### src/rtl/crcecs_pkg.sv
// Constants and types shared by the CRC engine control and status block
package crcecs_pkg;

    // ****************************************
    // Register bus geometry and addresses
    // ****************************************
    localparam int unsigned ADDR_W = 2;
    localparam int unsigned DATA_W = 16;
    localparam int unsigned CNT_W  = 5;
    localparam int unsigned PTR_W  = 4;
    localparam int unsigned POLYNOMIAL_LENGTH_W = 4;
    localparam int unsigned INT_W  = 1;

    localparam logic [ADDR_W-1:0] ADDR_CTRL      = 2'h0;
    localparam logic [ADDR_W-1:0] ADDR_INT_STAT  = 2'h1;
    localparam logic [ADDR_W-1:0] ADDR_INT_MASK  = 2'h2;

    // ****************************************
    // Control and status field positions
    // ****************************************
    localparam int unsigned BIT_EN    = 15;
    localparam int unsigned BIT_RSVD  = 14;
    localparam int unsigned BIT_IDLE  = 13;
    localparam int unsigned CNT_HI    = 12;
    localparam int unsigned CNT_LO    = 8;
    localparam int unsigned BIT_FULL  = 7;
    localparam int unsigned BIT_EMPTY = 6;
    localparam int unsigned BIT_ISEL  = 5;
    localparam int unsigned BIT_GO    = 4;
    localparam int unsigned BIT_DIR   = 3;
    localparam int unsigned INT_CRC   = 0;

    // ****************************************
    // Capacity and word length by polynomial length
    // ****************************************
    localparam logic [POLYNOMIAL_LENGTH_W-1:0] POLYNOMIAL_LENGTH_SHORT_MAX = 4'h7;
    localparam logic [CNT_W-1:0]  DEPTH_SHORT    = 5'h10;
    localparam logic [CNT_W-1:0]  DEPTH_LONG     = 5'h08;
    localparam logic [CNT_W-1:0]  BITS_SHORT     = 5'h08;
    localparam logic [CNT_W-1:0]  BITS_LONG      = 5'h10;
    localparam logic [CNT_W-1:0]  CNT_ONE        = 5'h01;
    localparam logic [CNT_W-1:0]  CNT_ZERO       = 5'h00;
    localparam logic [PTR_W-1:0]  PTR_ONE        = 4'h1;
    localparam int unsigned       SHORT_SHIFT    = 8;

    // Shifter states
    typedef enum logic [0:0] {
        CRCECS_IDLE  = 1'b0,
        CRCECS_SHIFT = 1'b1
    } crcecs_state_t;

endpackage

### src/rtl/crcecs_top.sv
// Control, status, input FIFO and serial shifter of the CRC engine
//
// Added by the designer: the placing of the registers and strobed register access.
`timescale 1ns/100ps

module crcecs_top
    import crcecs_pkg::*;
#(
    parameter int unsigned DEPTH = 16
) (
    // Clock and reset
    input  wire logic              clk_i,
    input  wire logic              sys_rst_i,
    // Register port
    input  wire logic [ADDR_W-1:0] reg_addr_i,
    input  wire logic [DATA_W-1:0] reg_wdata_i,
    input  wire logic              reg_wr_i,
    input  wire logic              reg_rd_i,
    output logic      [DATA_W-1:0] reg_rdata_o,
    // Device context
    input  wire logic [POLYNOMIAL_LENGTH_W-1:0] polynomial_length_i,
    input  wire logic              idle_mode_i,
    // Words from the input data register
    input  wire logic              push_valid_i,
    input  wire logic [DATA_W-1:0] push_data_i,
    output logic                   push_ready_o,
    // Bit stream to the CRC datapath
    output logic                   crc_bit_o,
    output logic                   crc_bit_valid_o,
    output logic                   result_ready_o,
    output logic                   crc_state_clear_o,
    // Interrupt
    output logic                   irq_o
);

    // ****************************************
    // Helpers
    // ****************************************
    // Capacity follows the polynomial length
    function automatic logic [CNT_W-1:0] fifo_cap(input logic [POLYNOMIAL_LENGTH_W-1:0] polynomial_length);
        fifo_cap = (polynomial_length <= POLYNOMIAL_LENGTH_SHORT_MAX) ? DEPTH_SHORT : DEPTH_LONG;
    endfunction

    function automatic logic short_word(input logic [POLYNOMIAL_LENGTH_W-1:0] polynomial_length);
        short_word = (polynomial_length <= POLYNOMIAL_LENGTH_SHORT_MAX);
    endfunction

    // ****************************************
    // State
    // ****************************************
    logic                 en_ff, nxt_en;
    logic                 idle_stop_ff, nxt_idle_stop;
    logic                 isel_ff, nxt_isel;
    logic                 go_ff, nxt_go;
    logic                 dir_ff, nxt_dir;
    logic [INT_W-1:0]     stat_ff, nxt_stat;
    logic [INT_W-1:0]     mask_ff, nxt_mask;
    logic [DATA_W-1:0]    rdata_ff, nxt_rdata;
    logic                 irq_ff, nxt_irq;
    logic                 clear_ff, nxt_clear;

    logic [DATA_W-1:0]    mem_ff [DEPTH];
    logic [PTR_W-1:0]     wr_ptr_ff, nxt_wr_ptr;
    logic [PTR_W-1:0]     rd_ptr_ff, nxt_rd_ptr;
    logic [CNT_W-1:0]     count_ff, nxt_count;
    logic                 ready_ff, nxt_ready;
    crcecs_state_t        state_ff, nxt_state;
    logic [DATA_W-1:0]    shreg_ff, nxt_shreg;
    logic [CNT_W-1:0]     bits_ff, nxt_bits;
    logic                 lsb_ff, nxt_lsb;
    logic                 bit_ff, nxt_bit;
    logic                 bit_vld_ff, nxt_bit_vld;
    logic                 done_ff, nxt_done;

    logic                 idle_meta_ff;
    logic                 idle_ff;

    logic                 push_acc;
    logic                 pop;
    logic                 halt;
    logic                 empty_evt;
    logic                 done_evt;
    logic                 full_flag;
    logic                 empty_flag;

    // ****************************************
    // Idle request synchroniser
    // ****************************************
    // Idle comes from the power controller, so it is re-timed before use
    always_ff @(posedge clk_i or posedge sys_rst_i) begin
        if (sys_rst_i) begin
            idle_meta_ff <= 1'b0;
            idle_ff      <= 1'b0;
        end else begin
            idle_meta_ff <= idle_mode_i;
            idle_ff      <= idle_meta_ff;
        end
    end

    // ****************************************
    // FIFO and serial shifter
    // ****************************************
    assign halt       = idle_stop_ff & idle_ff;
    assign push_acc   = push_valid_i & ready_ff;
    assign full_flag  = (count_ff >= fifo_cap(polynomial_length_i));
    assign empty_flag = (count_ff == CNT_ZERO);

    // Next values of the data path; a cleared enable overrides all of them except the bit order flag
    always_comb begin
        nxt_wr_ptr  = wr_ptr_ff;
        nxt_rd_ptr  = rd_ptr_ff;
        nxt_state   = state_ff;
        nxt_shreg   = shreg_ff;
        nxt_bits    = bits_ff;
        nxt_lsb     = lsb_ff;
        nxt_bit     = bit_ff;
        nxt_bit_vld = 1'b0;
        nxt_done    = 1'b0;
        pop         = 1'b0;
        done_evt    = 1'b0;
        case (state_ff)
            CRCECS_IDLE: begin
                // Only a set start bit lets a word leave the FIFO
                if (go_ff && !halt && !empty_flag) begin
                    pop       = 1'b1;
                    nxt_rd_ptr = rd_ptr_ff + PTR_ONE;
                    nxt_lsb   = dir_ff;
                    nxt_state = CRCECS_SHIFT;
                    if (short_word(polynomial_length_i)) begin
                        nxt_bits = BITS_SHORT;
                        // In top-bit-first order short words are moved up so the top bit is bit 15
                        nxt_shreg = dir_ff ? mem_ff[rd_ptr_ff]
                                           : (mem_ff[rd_ptr_ff] << SHORT_SHIFT);
                    end else begin
                        nxt_bits  = BITS_LONG;
                        nxt_shreg = mem_ff[rd_ptr_ff];
                    end
                end
            end
            CRCECS_SHIFT: begin
                if (!halt) begin
                    nxt_bit_vld = 1'b1;
                    if (lsb_ff) begin
                        nxt_bit   = shreg_ff[0];
                        nxt_shreg = shreg_ff >> 1;
                    end else begin
                        nxt_bit   = shreg_ff[DATA_W-1];
                        nxt_shreg = shreg_ff << 1;
                    end
                    nxt_bits = bits_ff - CNT_ONE;
                    if (bits_ff == CNT_ONE) begin
                        nxt_state = CRCECS_IDLE;
                        // Result is ready only when no word waits behind this one
                        if (empty_flag && !push_acc) begin
                            done_evt = 1'b1;
                            nxt_done = 1'b1;
                        end
                    end
                end
            end
            default: begin
                nxt_state = CRCECS_IDLE;
            end
        endcase
        if (push_acc) begin
            nxt_wr_ptr = wr_ptr_ff + PTR_ONE;
        end
        nxt_count = count_ff + {4'h0, push_acc} - {4'h0, pop};
        empty_evt = pop && !push_acc && (count_ff == CNT_ONE);
        if (!en_ff) begin
            nxt_wr_ptr  = '0;
            nxt_rd_ptr  = '0;
            nxt_count   = CNT_ZERO;
            nxt_state   = CRCECS_IDLE;
            nxt_shreg   = '0;
            nxt_bits    = CNT_ZERO;
            nxt_bit     = 1'b0;
            nxt_bit_vld = 1'b0;
            nxt_done    = 1'b0;
            done_evt    = 1'b0;
            empty_evt   = 1'b0;
        end
        // Ready is registered, so it is judged on the count of the next cycle
        nxt_ready = nxt_en && (nxt_count < fifo_cap(polynomial_length_i));
    end

    always_ff @(posedge clk_i or posedge sys_rst_i) begin
        if (sys_rst_i) begin
            wr_ptr_ff  <= '0;
            rd_ptr_ff  <= '0;
            count_ff   <= CNT_ZERO;
            ready_ff   <= 1'b0;
            state_ff   <= CRCECS_IDLE;
            shreg_ff   <= '0;
            bits_ff    <= CNT_ZERO;
            lsb_ff     <= 1'b0;
            bit_ff     <= 1'b0;
            bit_vld_ff <= 1'b0;
            done_ff    <= 1'b0;
        end else begin
            wr_ptr_ff  <= nxt_wr_ptr;
            rd_ptr_ff  <= nxt_rd_ptr;
            count_ff   <= nxt_count;
            ready_ff   <= nxt_ready;
            state_ff   <= nxt_state;
            shreg_ff   <= nxt_shreg;
            bits_ff    <= nxt_bits;
            lsb_ff     <= nxt_lsb;
            bit_ff     <= nxt_bit;
            bit_vld_ff <= nxt_bit_vld;
            done_ff    <= nxt_done;
        end
    end

    // Storage has no reset; the pointers and the word count decide what is valid
    always_ff @(posedge clk_i) begin
        if (push_acc) begin
            mem_ff[wr_ptr_ff] <= push_data_i;
        end
    end

    // ****************************************
    // Registers and interrupt
    // ****************************************
    logic crc_evt;
    logic wr_ctrl;

    assign crc_evt = isel_ff ? empty_evt : done_evt;
    assign wr_ctrl = reg_wr_i && (reg_addr_i == ADDR_CTRL);

    // Software writes, hardware clear of start, read data and sticky status
    always_comb begin
        nxt_en        = en_ff;
        nxt_idle_stop = idle_stop_ff;
        nxt_isel      = isel_ff;
        nxt_dir       = dir_ff;
        nxt_mask      = mask_ff;
        // Start drops by itself once the result is ready
        nxt_go        = done_evt ? 1'b0 : go_ff;
        if (wr_ctrl) begin
            // Bit 14 has no storage, so a write there is lost
            nxt_en        = reg_wdata_i[BIT_EN];
            nxt_idle_stop = reg_wdata_i[BIT_IDLE];
            nxt_isel      = reg_wdata_i[BIT_ISEL];
            nxt_go        = reg_wdata_i[BIT_GO];
            nxt_dir       = reg_wdata_i[BIT_DIR];
        end
        if (reg_wr_i && (reg_addr_i == ADDR_INT_MASK)) begin
            nxt_mask = reg_wdata_i[INT_W-1:0];
        end
        // Read clears status, but an event in the same cycle survives
        nxt_stat = stat_ff;
        if (reg_rd_i && (reg_addr_i == ADDR_INT_STAT)) begin
            nxt_stat = '0;
        end
        nxt_stat[INT_CRC] = nxt_stat[INT_CRC] | crc_evt;
        nxt_irq   = |(nxt_stat & nxt_mask);
        nxt_clear = !nxt_en;
        nxt_rdata = '0;
        if (reg_rd_i) begin
            case (reg_addr_i)
                ADDR_CTRL: begin
                    nxt_rdata[BIT_EN]           = en_ff;
                    nxt_rdata[BIT_RSVD]         = 1'b0;
                    nxt_rdata[BIT_IDLE]         = idle_stop_ff;
                    nxt_rdata[CNT_HI:CNT_LO]    = count_ff;
                    nxt_rdata[BIT_FULL]         = full_flag;
                    nxt_rdata[BIT_EMPTY]        = empty_flag;
                    nxt_rdata[BIT_ISEL]         = isel_ff;
                    nxt_rdata[BIT_GO]           = go_ff;
                    nxt_rdata[BIT_DIR]          = dir_ff;
                end
                ADDR_INT_STAT: begin
                    nxt_rdata[INT_W-1:0] = stat_ff;
                end
                ADDR_INT_MASK: begin
                    nxt_rdata[INT_W-1:0] = mask_ff;
                end
                default: begin
                    nxt_rdata = '0;
                end
            endcase
        end
    end

    always_ff @(posedge clk_i or posedge sys_rst_i) begin
        if (sys_rst_i) begin
            en_ff        <= 1'b0;
            idle_stop_ff <= 1'b0;
            isel_ff      <= 1'b0;
            go_ff        <= 1'b0;
            dir_ff       <= 1'b0;
            stat_ff      <= '0;
            mask_ff      <= '0;
            rdata_ff     <= '0;
            irq_ff       <= 1'b0;
            clear_ff     <= 1'b1;
        end else begin
            en_ff        <= nxt_en;
            idle_stop_ff <= nxt_idle_stop;
            isel_ff      <= nxt_isel;
            go_ff        <= nxt_go;
            dir_ff       <= nxt_dir;
            stat_ff      <= nxt_stat;
            mask_ff      <= nxt_mask;
            rdata_ff     <= nxt_rdata;
            irq_ff       <= nxt_irq;
            clear_ff     <= nxt_clear;
        end
    end

    // ****************************************
    // Outputs
    // ****************************************
    assign reg_rdata_o       = rdata_ff;
    assign push_ready_o      = ready_ff;
    assign crc_bit_o         = bit_ff;
    assign crc_bit_valid_o   = bit_vld_ff;
    assign result_ready_o    = done_ff;
    assign crc_state_clear_o = clear_ff;
    assign irq_o             = irq_ff;

endmodule

### config.mk
export PLATFORM = sky130hd
export DESIGN_NAME = crcecs_top
export DESIGN_NICKNAME = d
export VERILOG_FILES = /design/src/rtl/crcecs_pkg.sv /design/src/rtl/crcecs_top.sv
export SDC_FILE = /design/constraint.sdc
export NUM_CORES = 1
export LEC_CHECK = 0
export BUFFER_PORTS_ARGS = -buffer_cell sky130_fd_sc_hd__buf_2
export CAP_MARGIN = 25
export CELL_PAD_IN_SITES_DETAIL_PLACEMENT = 1
export CELL_PAD_IN_SITES_GLOBAL_PLACEMENT = 2
export CORE_ASPECT_RATIO = 0.5
export CORE_UTILIZATION = 46
export DETAILED_ROUTE_END_ITERATION = 16
export GPL_TIMING_DRIVEN = 0
export PLACE_DENSITY_LB_ADDON = 0.08
export SLEW_MARGIN = 20
export SYNTH_ARGS = -nofsm -noshare
export SYNTH_HDL_FRONTEND = slang
export SYNTH_SLANG_ARGS = --single-unit
### constraint.sdc
create_clock -name clk_i -period 5 [get_ports clk_i]
set_input_delay 1.5 -clock clk_i [delete_from_list [all_inputs] [get_ports clk_i]]
set_output_delay 1.5 -clock clk_i [all_outputs]
set_load 0.01 [all_outputs]
---- Word level (Yosys, flattened, before mapping) ----
Memory sizes are Yosys's and may differ from the RTL's.
Cells that the tools add are included.
storage, ports and cells
  flip-flop bits (word level) ............. 67
  RAM bits ................................ 256
  bits of input ports ..................... 44
  output and inout port bits .............. 22
  word-level logic and storage cells ...... 117
  memories ................................ 1
cells by class
  add/sub/neg operators ................... 5
  order comparisons ....................... 3
  eq/ne operators ......................... 11
  mux-type cells .......................... 49
  bitwise gates (word level) .............. 5
  reductions and logical operators ........ 20
memories
  memory  words  bits a word  read ports  clocked after memory_dff  write ports  line              source
  mem_ff  16     16           1           0                         1            crcecs_top.sv:62  logic [DATA_W-1:0] mem_ff [DEPTH];
operators with widths
  kind                                                            number
  two-way mux 16 bit                                              7
  one-hot mux 16 bit (2 select lines)                             1
  two-way mux 5 bit                                               6
  two-way mux 1 bit                                               26
  two-way mux 4 bit                                               5
  two-way mux 13 bit                                              1
  equality test 5 x 1 -> 1 bit, second input constant             2
  one-hot mux 5 bit (2 select lines)                              1
  logical AND 1 bit                                               9
  adder 4 x 1 -> 4 bit, second input constant                     2
  AND reduction 2 bit                                             4
  inequality test 2 x 1 -> 1 bit, second input constant           3
  inequality test 3 bit, second input constant                    2
  adder 5 x 1 -> 5 bit                                            1
  >= comparator 5 bit                                             1
  logical NOT 5 bit                                               1
  < comparator 5 bit                                              1
  subtractor 5 x 1 -> 5 bit                                       1
  subtractor 5 x 1 -> 5 bit, second input constant                1
  less-or-equal comparator 4 x 3 -> 1 bit, second input constant  1
  logical NOT 1 bit                                               4
  inequality test 2 bit, second input constant                    2
  one-hot mux 1 bit (2 select lines)                              2
  bitwise AND 1 bit                                               3
  6 further kinds                                                 6

---- Logic depth before layout (Yosys ltp) ----
Gate-level depths: netlist (run 1).
  word-level depth ........................ 12
  gate-level depth with buffers ........... 14

---- Least setup slack after synthesis (run 1) ----
Ideal clock, no wire load.
  path kind ............................... input to register
  start point ............................. in push_valid_i
  end point ............................... reg ready_ff, in the netlist push_ready_o
  setup time .............................. 94 ps
  arrival time ............................ 3698 ps
  required time ........................... 4906 ps
  slack ................................... 1208 ps
  stages .................................. 11
  path through ............................ nand2_1 -> ha_1 -> inv_1 -> ha_1 -> fa_1 -> a21oi_1 -> nor2_1 -> or3_1 -> a21oi_1 -> ha_1 -> a211oi_1
between the ends
  longest elaborated chain between the ends .. 6
RTL lines
  element                    line               source
  from (decl)                crcecs_top.sv:24   input wire logic push_valid_i,
  bitwise AND 1 bit          crcecs_top.sv:104  assign push_acc = push_valid_i & ready_ff;
  adder 5 x 1 -> 5 bit       crcecs_top.sv:168  nxt_count = count_ff + {4'h0, push_acc} - {4'h0, pop};
  subtractor 5 x 1 -> 5 bit  crcecs_top.sv:168
  two-way mux 5 bit          crcecs_top.sv:170  if (!en_ff) begin
  named net nxt_count[4]     crcecs_top.sv:65   logic [CNT_W-1:0] count_ff, nxt_count;
  < comparator 5 bit         crcecs_top.sv:184  nxt_ready = nxt_en && (nxt_count < fifo_cap(polynomial_length_i));
  logical AND 1 bit          crcecs_top.sv:184
  named net nxt_ready        crcecs_top.sv:66   logic ready_ff, nxt_ready;
  to (signal assigned)       crcecs_top.sv:204  ready_ff <= nxt_ready;
  to (decl)                  crcecs_top.sv:66
The timed path passes the listed nets, and every way through them passes these cells.
A chain may end at the register's enable or synchronous reset.

---- Worst setup path after layout (run 1) ----
  start point ............................. reg count_ff[3]
  end point ............................... reg ready_ff, in the netlist push_ready_o
between the ends
  longest elaborated chain between the ends .. 9
  elaborated cells between the ends (all ways) .. 10
RTL lines
  element                        line               source
  from (decl)                    crcecs_top.sv:65
  from (signal assigned)         crcecs_top.sv:203  count_ff <= nxt_count;
  logical NOT 5 bit              crcecs_top.sv:106  assign empty_flag = (count_ff == CNT_ZERO);
  logical NOT 1 bit              crcecs_top.sv:124  if (go_ff && !halt && !empty_flag) begin
  logical AND 1 bit              crcecs_top.sv:124
  two-way mux 1 bit              crcecs_top.sv:124
  two-way mux 1 bit              crcecs_top.sv:121  case (state_ff)
  subtractor 5 x 1 -> 5 bit (*)  crcecs_top.sv:168
  two-way mux 5 bit (*)          crcecs_top.sv:170
  named net nxt_count[4]         crcecs_top.sv:65
  < comparator 5 bit (*)         crcecs_top.sv:184
  logical AND 1 bit (*)          crcecs_top.sv:184
  named net nxt_ready            crcecs_top.sv:66
The timed path passes the listed nets; every way through them passes the cells marked *.

==> results of run 1 <==
## sequential cells by signal, indices dropped and copies added, names as in the netlist
register           cells
bits_ff                5
count_ff               5
crc_bit_o              1
crc_bit_valid_o        1
crc_state_clear_o      1
dir_ff                 1
en_ff                  1
go_ff                  1
idle_ff                1
idle_meta_ff           1
idle_stop_ff           1
irq_o                  1
isel_ff                1
lsb_ff                 1
mask_ff                1
mem_ff               256
push_ready_o           1
rd_ptr_ff              4
reg_rdata_o           13
result_ready_o         1
shreg_ff              16
stat_ff                1
state_ff               1
wr_ptr_ff              4
## layout make-up
type,instances,area share [%]
inverters,16,0.418
well taps,382,3.19
multi-input cells,370,23.9
clock buffers,36,5.15
repair buffers,53,2.07
flip-flops and latches,320,62.0
clock inverters,18,1.77
plain buffers,35,1.52
## final timing paths
path                                               end  cells past startpoint
max                             push_ready_o$_DFF_PP0_                     14
min                                  idle_ff$_DFF_PP0_                      0
max reg2reg                     push_ready_o$_DFF_PP0_                     14
min reg2reg                          idle_ff$_DFF_PP0_                      0
max in group asynchronous  crc_state_clear_o$_DFF_PP1_                      3
min in group asynchronous       idle_meta_ff$_DFF_PP0_                      2
## cell usage after synthesis (all sizes together), types with 2 or more instances
library cell	n
nor3	5
nand3	6
buf	26
a221oi	2
nor4b	3
or3	4
inv	16
a211oi	7
o32ai	3
xnor2	6
nand2b	5
a21oi	26
and2	17
clkbuf	9
ha	19
dfrtp	63
mux4	64
mux2	7
mux2i	35
a22oi	9
a21o	2
nor2b	7
o32a	6
o21ai	21
a31oi	4
xor2	4
edfxtp	256
nand4	3
nor3b	4
nand2	28
and3	12
nor2	47
a21bo	2
## power groups by stage
stage / clock (mW) / combinational, mW / sequential (mW)
CTS: 2.46 / 1.38 / 3.17
global placement: 0 / 1.34 / 3.22
detailed placement: 0 / 1.37 / 3.22
global route: 2.56 / 1.51 / 3.19
floorplan: 0 / 0.979 / 3.18
finish: 2.43 / 1.36 / 3.17
## cell families (layout without fill, tap and decap cells)
| family | after synthesis | count (layout) | share of synthesized area, % |
|---|---|---|---|
| flip-flops | 320 | 320 | 70.8 |
| AND/OR/NAND/NOR | 142 | 142 | 5.39 |
| multiplexers | 106 | 106 | 14.5 |
| AO/OA/AOI/OAI | 89 | 89 | 4.50 |
| buffers and inverters | 51 | 158 | 2.19 |
| adder cells (fa/ha/maj) | 20 | 20 | 1.96 |
| XOR/XNOR | 10 | 10 | 0.667 |
| other | 1 | 3 | 0.0286 |
## metal layers
metal / part of all wire, % / vias up / track usage (%)
li1: - / 3087 / -
met1: 47 / 3734 / 34.8
met2: 45 / 222 / 35.7
met3: 6.4 / 50 / 4.71
met4: 1.8 / 0 / 4.83
met5: 0 / - / 0
==> flow_summary.ini, run 1 <==
[detailed_routing]
drt_pass1_iterations = 4
ant_nets = 0
routed_wl_um = 32700
vias = 7093
remaining_drc_errors = 0
post_drt_wl_per_cell_um = 26.6
first_iter_violations = 524
vias_per_cell = 5.77

[place]
io_buffer_count = 49
place_ws_ns = 0.792
place_congestion = 0.848
place_hpwl_um = 20900
dp_cells = 1176
place_area_sq_mm = 0.0139

[setup_path]
arrival_ns = 4.51
crit_top_cell = ha_1
critPathKind = reg2reg
crit_path_top_delay_cell = nor4b_1
worstSetupStartpointType = flop
max_stage_delay_ns = 0.71
startpoint = count_ff[3]$_DFF_PP0_
required_ns = 5.47
path_cells = inv_1, ha_1, nor4b_1, nor3_2, ha_1, inv_1, ha_1, fa_1, a21oi_1, nor2_1, or3_1, a21oi_1, ha_1, a211oi_1
reg2reg_from = count_ff[3]$_DFF_PP0_
crit_family = adder cells
cp_max_fo = 7
crit_buf_inv = 2
end_kind = flop
r2r_slack_ns = 0.95

[logic_synthesis]
synthFlopType = edfxtp_1
synth_edf_count = 256
avgSynthCellArea_sq_um = 17.8
yosys.area.top_type_share_pct = 58.5
syn_area_sq_mm = 0.0131
syn_inst = 739
synth.largest_area_cell = edfxtp_1
yosysSeqAreaShare_pct = 70.8
async_flop_share_pct = 20.0
ys_types = 51
yosys_warnings = 0
ys_top_cells_by_area = edfxtp_1 (59%), dfrtp_1 (12%), mux4_2 (9.4%)
ys_seq_elements = 320

[clock_network]
cts_tree = done
htreeDepth = 1
cts_root_buf = clkbuf_16
insertion_delay_ns = 0.57
cts_resized = 0
numCtsBuffers = 29
cts_setup_buffers = 0
clk_path_buf_depth = 3
clkSinkCount = 320
cts_hold_buf = 0
clkTransAtPathRegs_ns = 0.07

[floorplan]
die_area_sq_mm = 0.0293
initial_core_util_pct = 47.1
num_rows = 43
io_pins = 66
die_w_um = 241
core_sq_mm = 0.0279
die_h_um = 121

[cells_and_area]
final_common_cell = edfxtp_1
drive_gt1_share_pct = 24.1
antenna_cells = 0
nets = 889
mostFrequentLayoutCells = edfxtp_1 (256), dfrtp_1 (63), buf_2 (61), mux4_2 (55), nor2_1 (47)
synthToLayoutAreaGrowth_pct = 14.1
fin_util_pct = 53.8
nFillCells = 2581
seq_area_sq_mm = 0.00929
multi_input_area_sq_mm = 0.00358
design_area_sq_mm = 0.0150
fin_cells = 1230

[power_and_ir_drop]
peakVddDrop_uv = 276
p_sw_share_pct = 27.2
pwr-share-clk_pct = 35.0
power_density_mw_per_mm2 = 465
p_int_mw = 5.07
pwr-share-comb_pct = 19.6
p_seq_share_pct = 45.5
p_leak_nw = 5.28
power_mw = 6.96
netSwitchingPower_mw = 1.89

[global_route]
antenna_found_initial = 1
grt_pass1_wl_um = 48100
grt_max_degree = 39
grt_pass1_vias = 7258
grt_use_total_pct = 23.4
grt_overflow = 0

[timing]
fin_skew_ns = 0.0141
grt_setup_unrepaired = no
fin_tns_setup_ns = 0
fmax_ghz = 0.247
relSlewSlack_pct = 40.5
timing.final.crit_period_ns = 4.05
fin_crit_sh_pct = 80.9
worst_pin_slew_ns = 0.883
final-setup-viol-count = 0
hold_ws_ns = 0.363
maxSlewViolCount = 0
setup_ws_ns = 0.954
hold_viol_final = 0

[outcome]
status = finished, final reports clean

[min_path]
hold_path.class = reg2reg
hp-start = idle_meta_ff$_DFF_PP0_

[run]
maxCapViolations = 0
Power figures use the tool's default switching activity.
==> inputs of run 2 (changes only) <==
==> constraint.sdc (replaced) <==
create_clock -name clk_i -period 4.2 [get_ports clk_i]
set_input_delay 1.26 -clock clk_i [delete_from_list [all_inputs] [get_ports clk_i]]
set_output_delay 1.26 -clock clk_i [all_outputs]
set_load 0.01 [all_outputs]
==> flow_summary.ini, run 2 (synthesis gave the netlist of run 1 again) <==
[global_route]
grt_max_degree = 39
antenna_found_initial = 1
grt_pass1_vias = 7258
grt_use_total_pct = 23.4
grt_overflow = 0
grt_pass1_wl_um = 48100

[cells_and_area]
largest_reg_flops = 256
final_common_cell = edfxtp_1
design_area_sq_mm = 0.0150
nets = 889
mostFrequentLayoutCells = edfxtp_1 (256), dfrtp_1 (63), buf_2 (61), mux4_2 (55), nor2_1 (47)
antenna_cells = 0
regMostFlops = mem_ff
synthToLayoutAreaGrowth_pct = 14.2
fin_util_pct = 53.8
fin_cells = 1230
drive_gt1_share_pct = 24.2

[floorplan]
io_pins = 66
core_sq_mm = 0.0279
initial_core_util_pct = 47.1
num_rows = 43
die_area_sq_mm = 0.0293
die_w_um = 241
die_h_um = 121

[power_and_ir_drop]
p_sw_share_pct = 27.2
pwr-share-clk_pct = 34.9
pwr-share-comb_pct = 19.6
p_seq_share_pct = 45.5
p_int_mw = 6.03
power_mw = 8.29
peakVddDrop_uv = 328
power_density_mw_per_mm2 = 553
netSwitchingPower_mw = 2.26
p_leak_nw = 5.28

[min_path]
hold_path.class = reg2reg

[setup_path]
crit_path_top_delay_cell = nor4b_2
required_ns = 4.67
crit_top_cell = ha_1
arrival_ns = 4.18
critPathKind = reg2reg
crit_buf_inv = 2
max_stage_delay_ns = 0.44
worstSetupStartpointType = flop
crit_family = adder cells
path_cells = inv_1, ha_1, nor4b_2, nor3_2, ha_1, inv_1, ha_1, fa_1, a21oi_1, nor2_1, or3_1, a21oi_1, ha_1, a211oi_1
end_kind = flop
cp_max_fo = 7

[place]
place_hpwl_um = 20900
dp_cells = 1176
place_congestion = 0.848
io_buffer_count = 49
place_area_sq_mm = 0.0139

[clock_network]
numCtsBuffers = 29
cts_resized = 0
cts_setup_buffers = 0
htreeDepth = 1
insertion_delay_ns = 0.57
clkTransAtPathRegs_ns = 0.07
clkSinkCount = 320
cts_hold_buf = 0
cts_root_buf = clkbuf_16
cts_tree = done
clk_path_buf_depth = 3

[timing]
final-setup-viol-count = 0
relSlewSlack_pct = 40.4
worst_pin_slew_ns = 0.885
timing.final.crit_period_ns = 3.71
fmax_ghz = 0.270
fin_skew_ns = 0.0141
fin_crit_sh_pct = 88.3
hold_viol_final = 0
fin_tns_setup_ns = 0
grt_setup_unrepaired = no
maxSlewViolCount = 0

[detailed_routing]
remaining_drc_errors = 0
first_iter_violations = 532
vias = 7093
vias_per_cell = 5.77
drt_pass1_iterations = 4
post_drt_wl_per_cell_um = 26.6
routed_wl_um = 32700
ant_nets = 0

[run]
maxCapViolations = 0

[outcome]
status = finished, final reports clean
-- run 2: changes by cell type in the layout (fill, tap and decap cells not counted) --
cell	before	now
nor4b_1	3	2
nor4b_2	0	1
-- run 2: power groups by stage --
stage,Clock [mW],Combinational (mW),Sequential (mW)
final,2.90,1.62,3.77
after global routing,3.05,1.80,3.79
after CTS,2.93,1.64,3.77
after detailed placement,0,1.63,3.84
after global placement,0,1.60,3.83
after floorplan,0,1.17,3.79
-- run 2: worst paths after layout --
path	from	end	slack [ns]	depth (start not counted)
max in group asynchronous	sys_rst_i	crc_state_clear_o$_DFF_PP1_	2.94	3
min	idle_meta_ff$_DFF_PP0_	idle_ff$_DFF_PP0_	0.36	0
min in group asynchronous	sys_rst_i	idle_meta_ff$_DFF_PP0_	0.68	2
min reg2reg	idle_meta_ff$_DFF_PP0_	idle_ff$_DFF_PP0_	0.36	0
max	count_ff[3]$_DFF_PP0_	push_ready_o$_DFF_PP0_	0.49	14
max reg2reg	count_ff[3]$_DFF_PP0_	push_ready_o$_DFF_PP0_	0.49	14
-- run 2: area by class of cell --
type,instances,area [sq um]
buffer,35,228
clock buffer,36,772
clock inverter,18,265
fill,2580,12900
inverter,16,62.6
multi-input combinational,370,3580
sequential,320,9290
tap,382,478
timing repair buffer,53,310
-- run 2: per-stage QoR --
step	hold slack (ns)	setup WS, ns
after CTS	0.371	0.0240
final	0.362	0.491
after global routing	0.378	0.127
after floorplan	0.331	0.648
after global placement	0.341	0.113
after detailed placement	0.348	0.0828
-- run 2: layer usage --
| metal | vias up | share of wire (%) | global-route usage [%] |
|---|---|---|---|
| li1 | 3091 | - | - |
| met1 | 3730 | 47 | 34.8 |
| met2 | 221 | 45 | 35.7 |
| met3 | 51 | 6.1 | 4.71 |
| met4 | 0 | 1.9 | 4.83 |
| met5 | - | 0 | 0 |
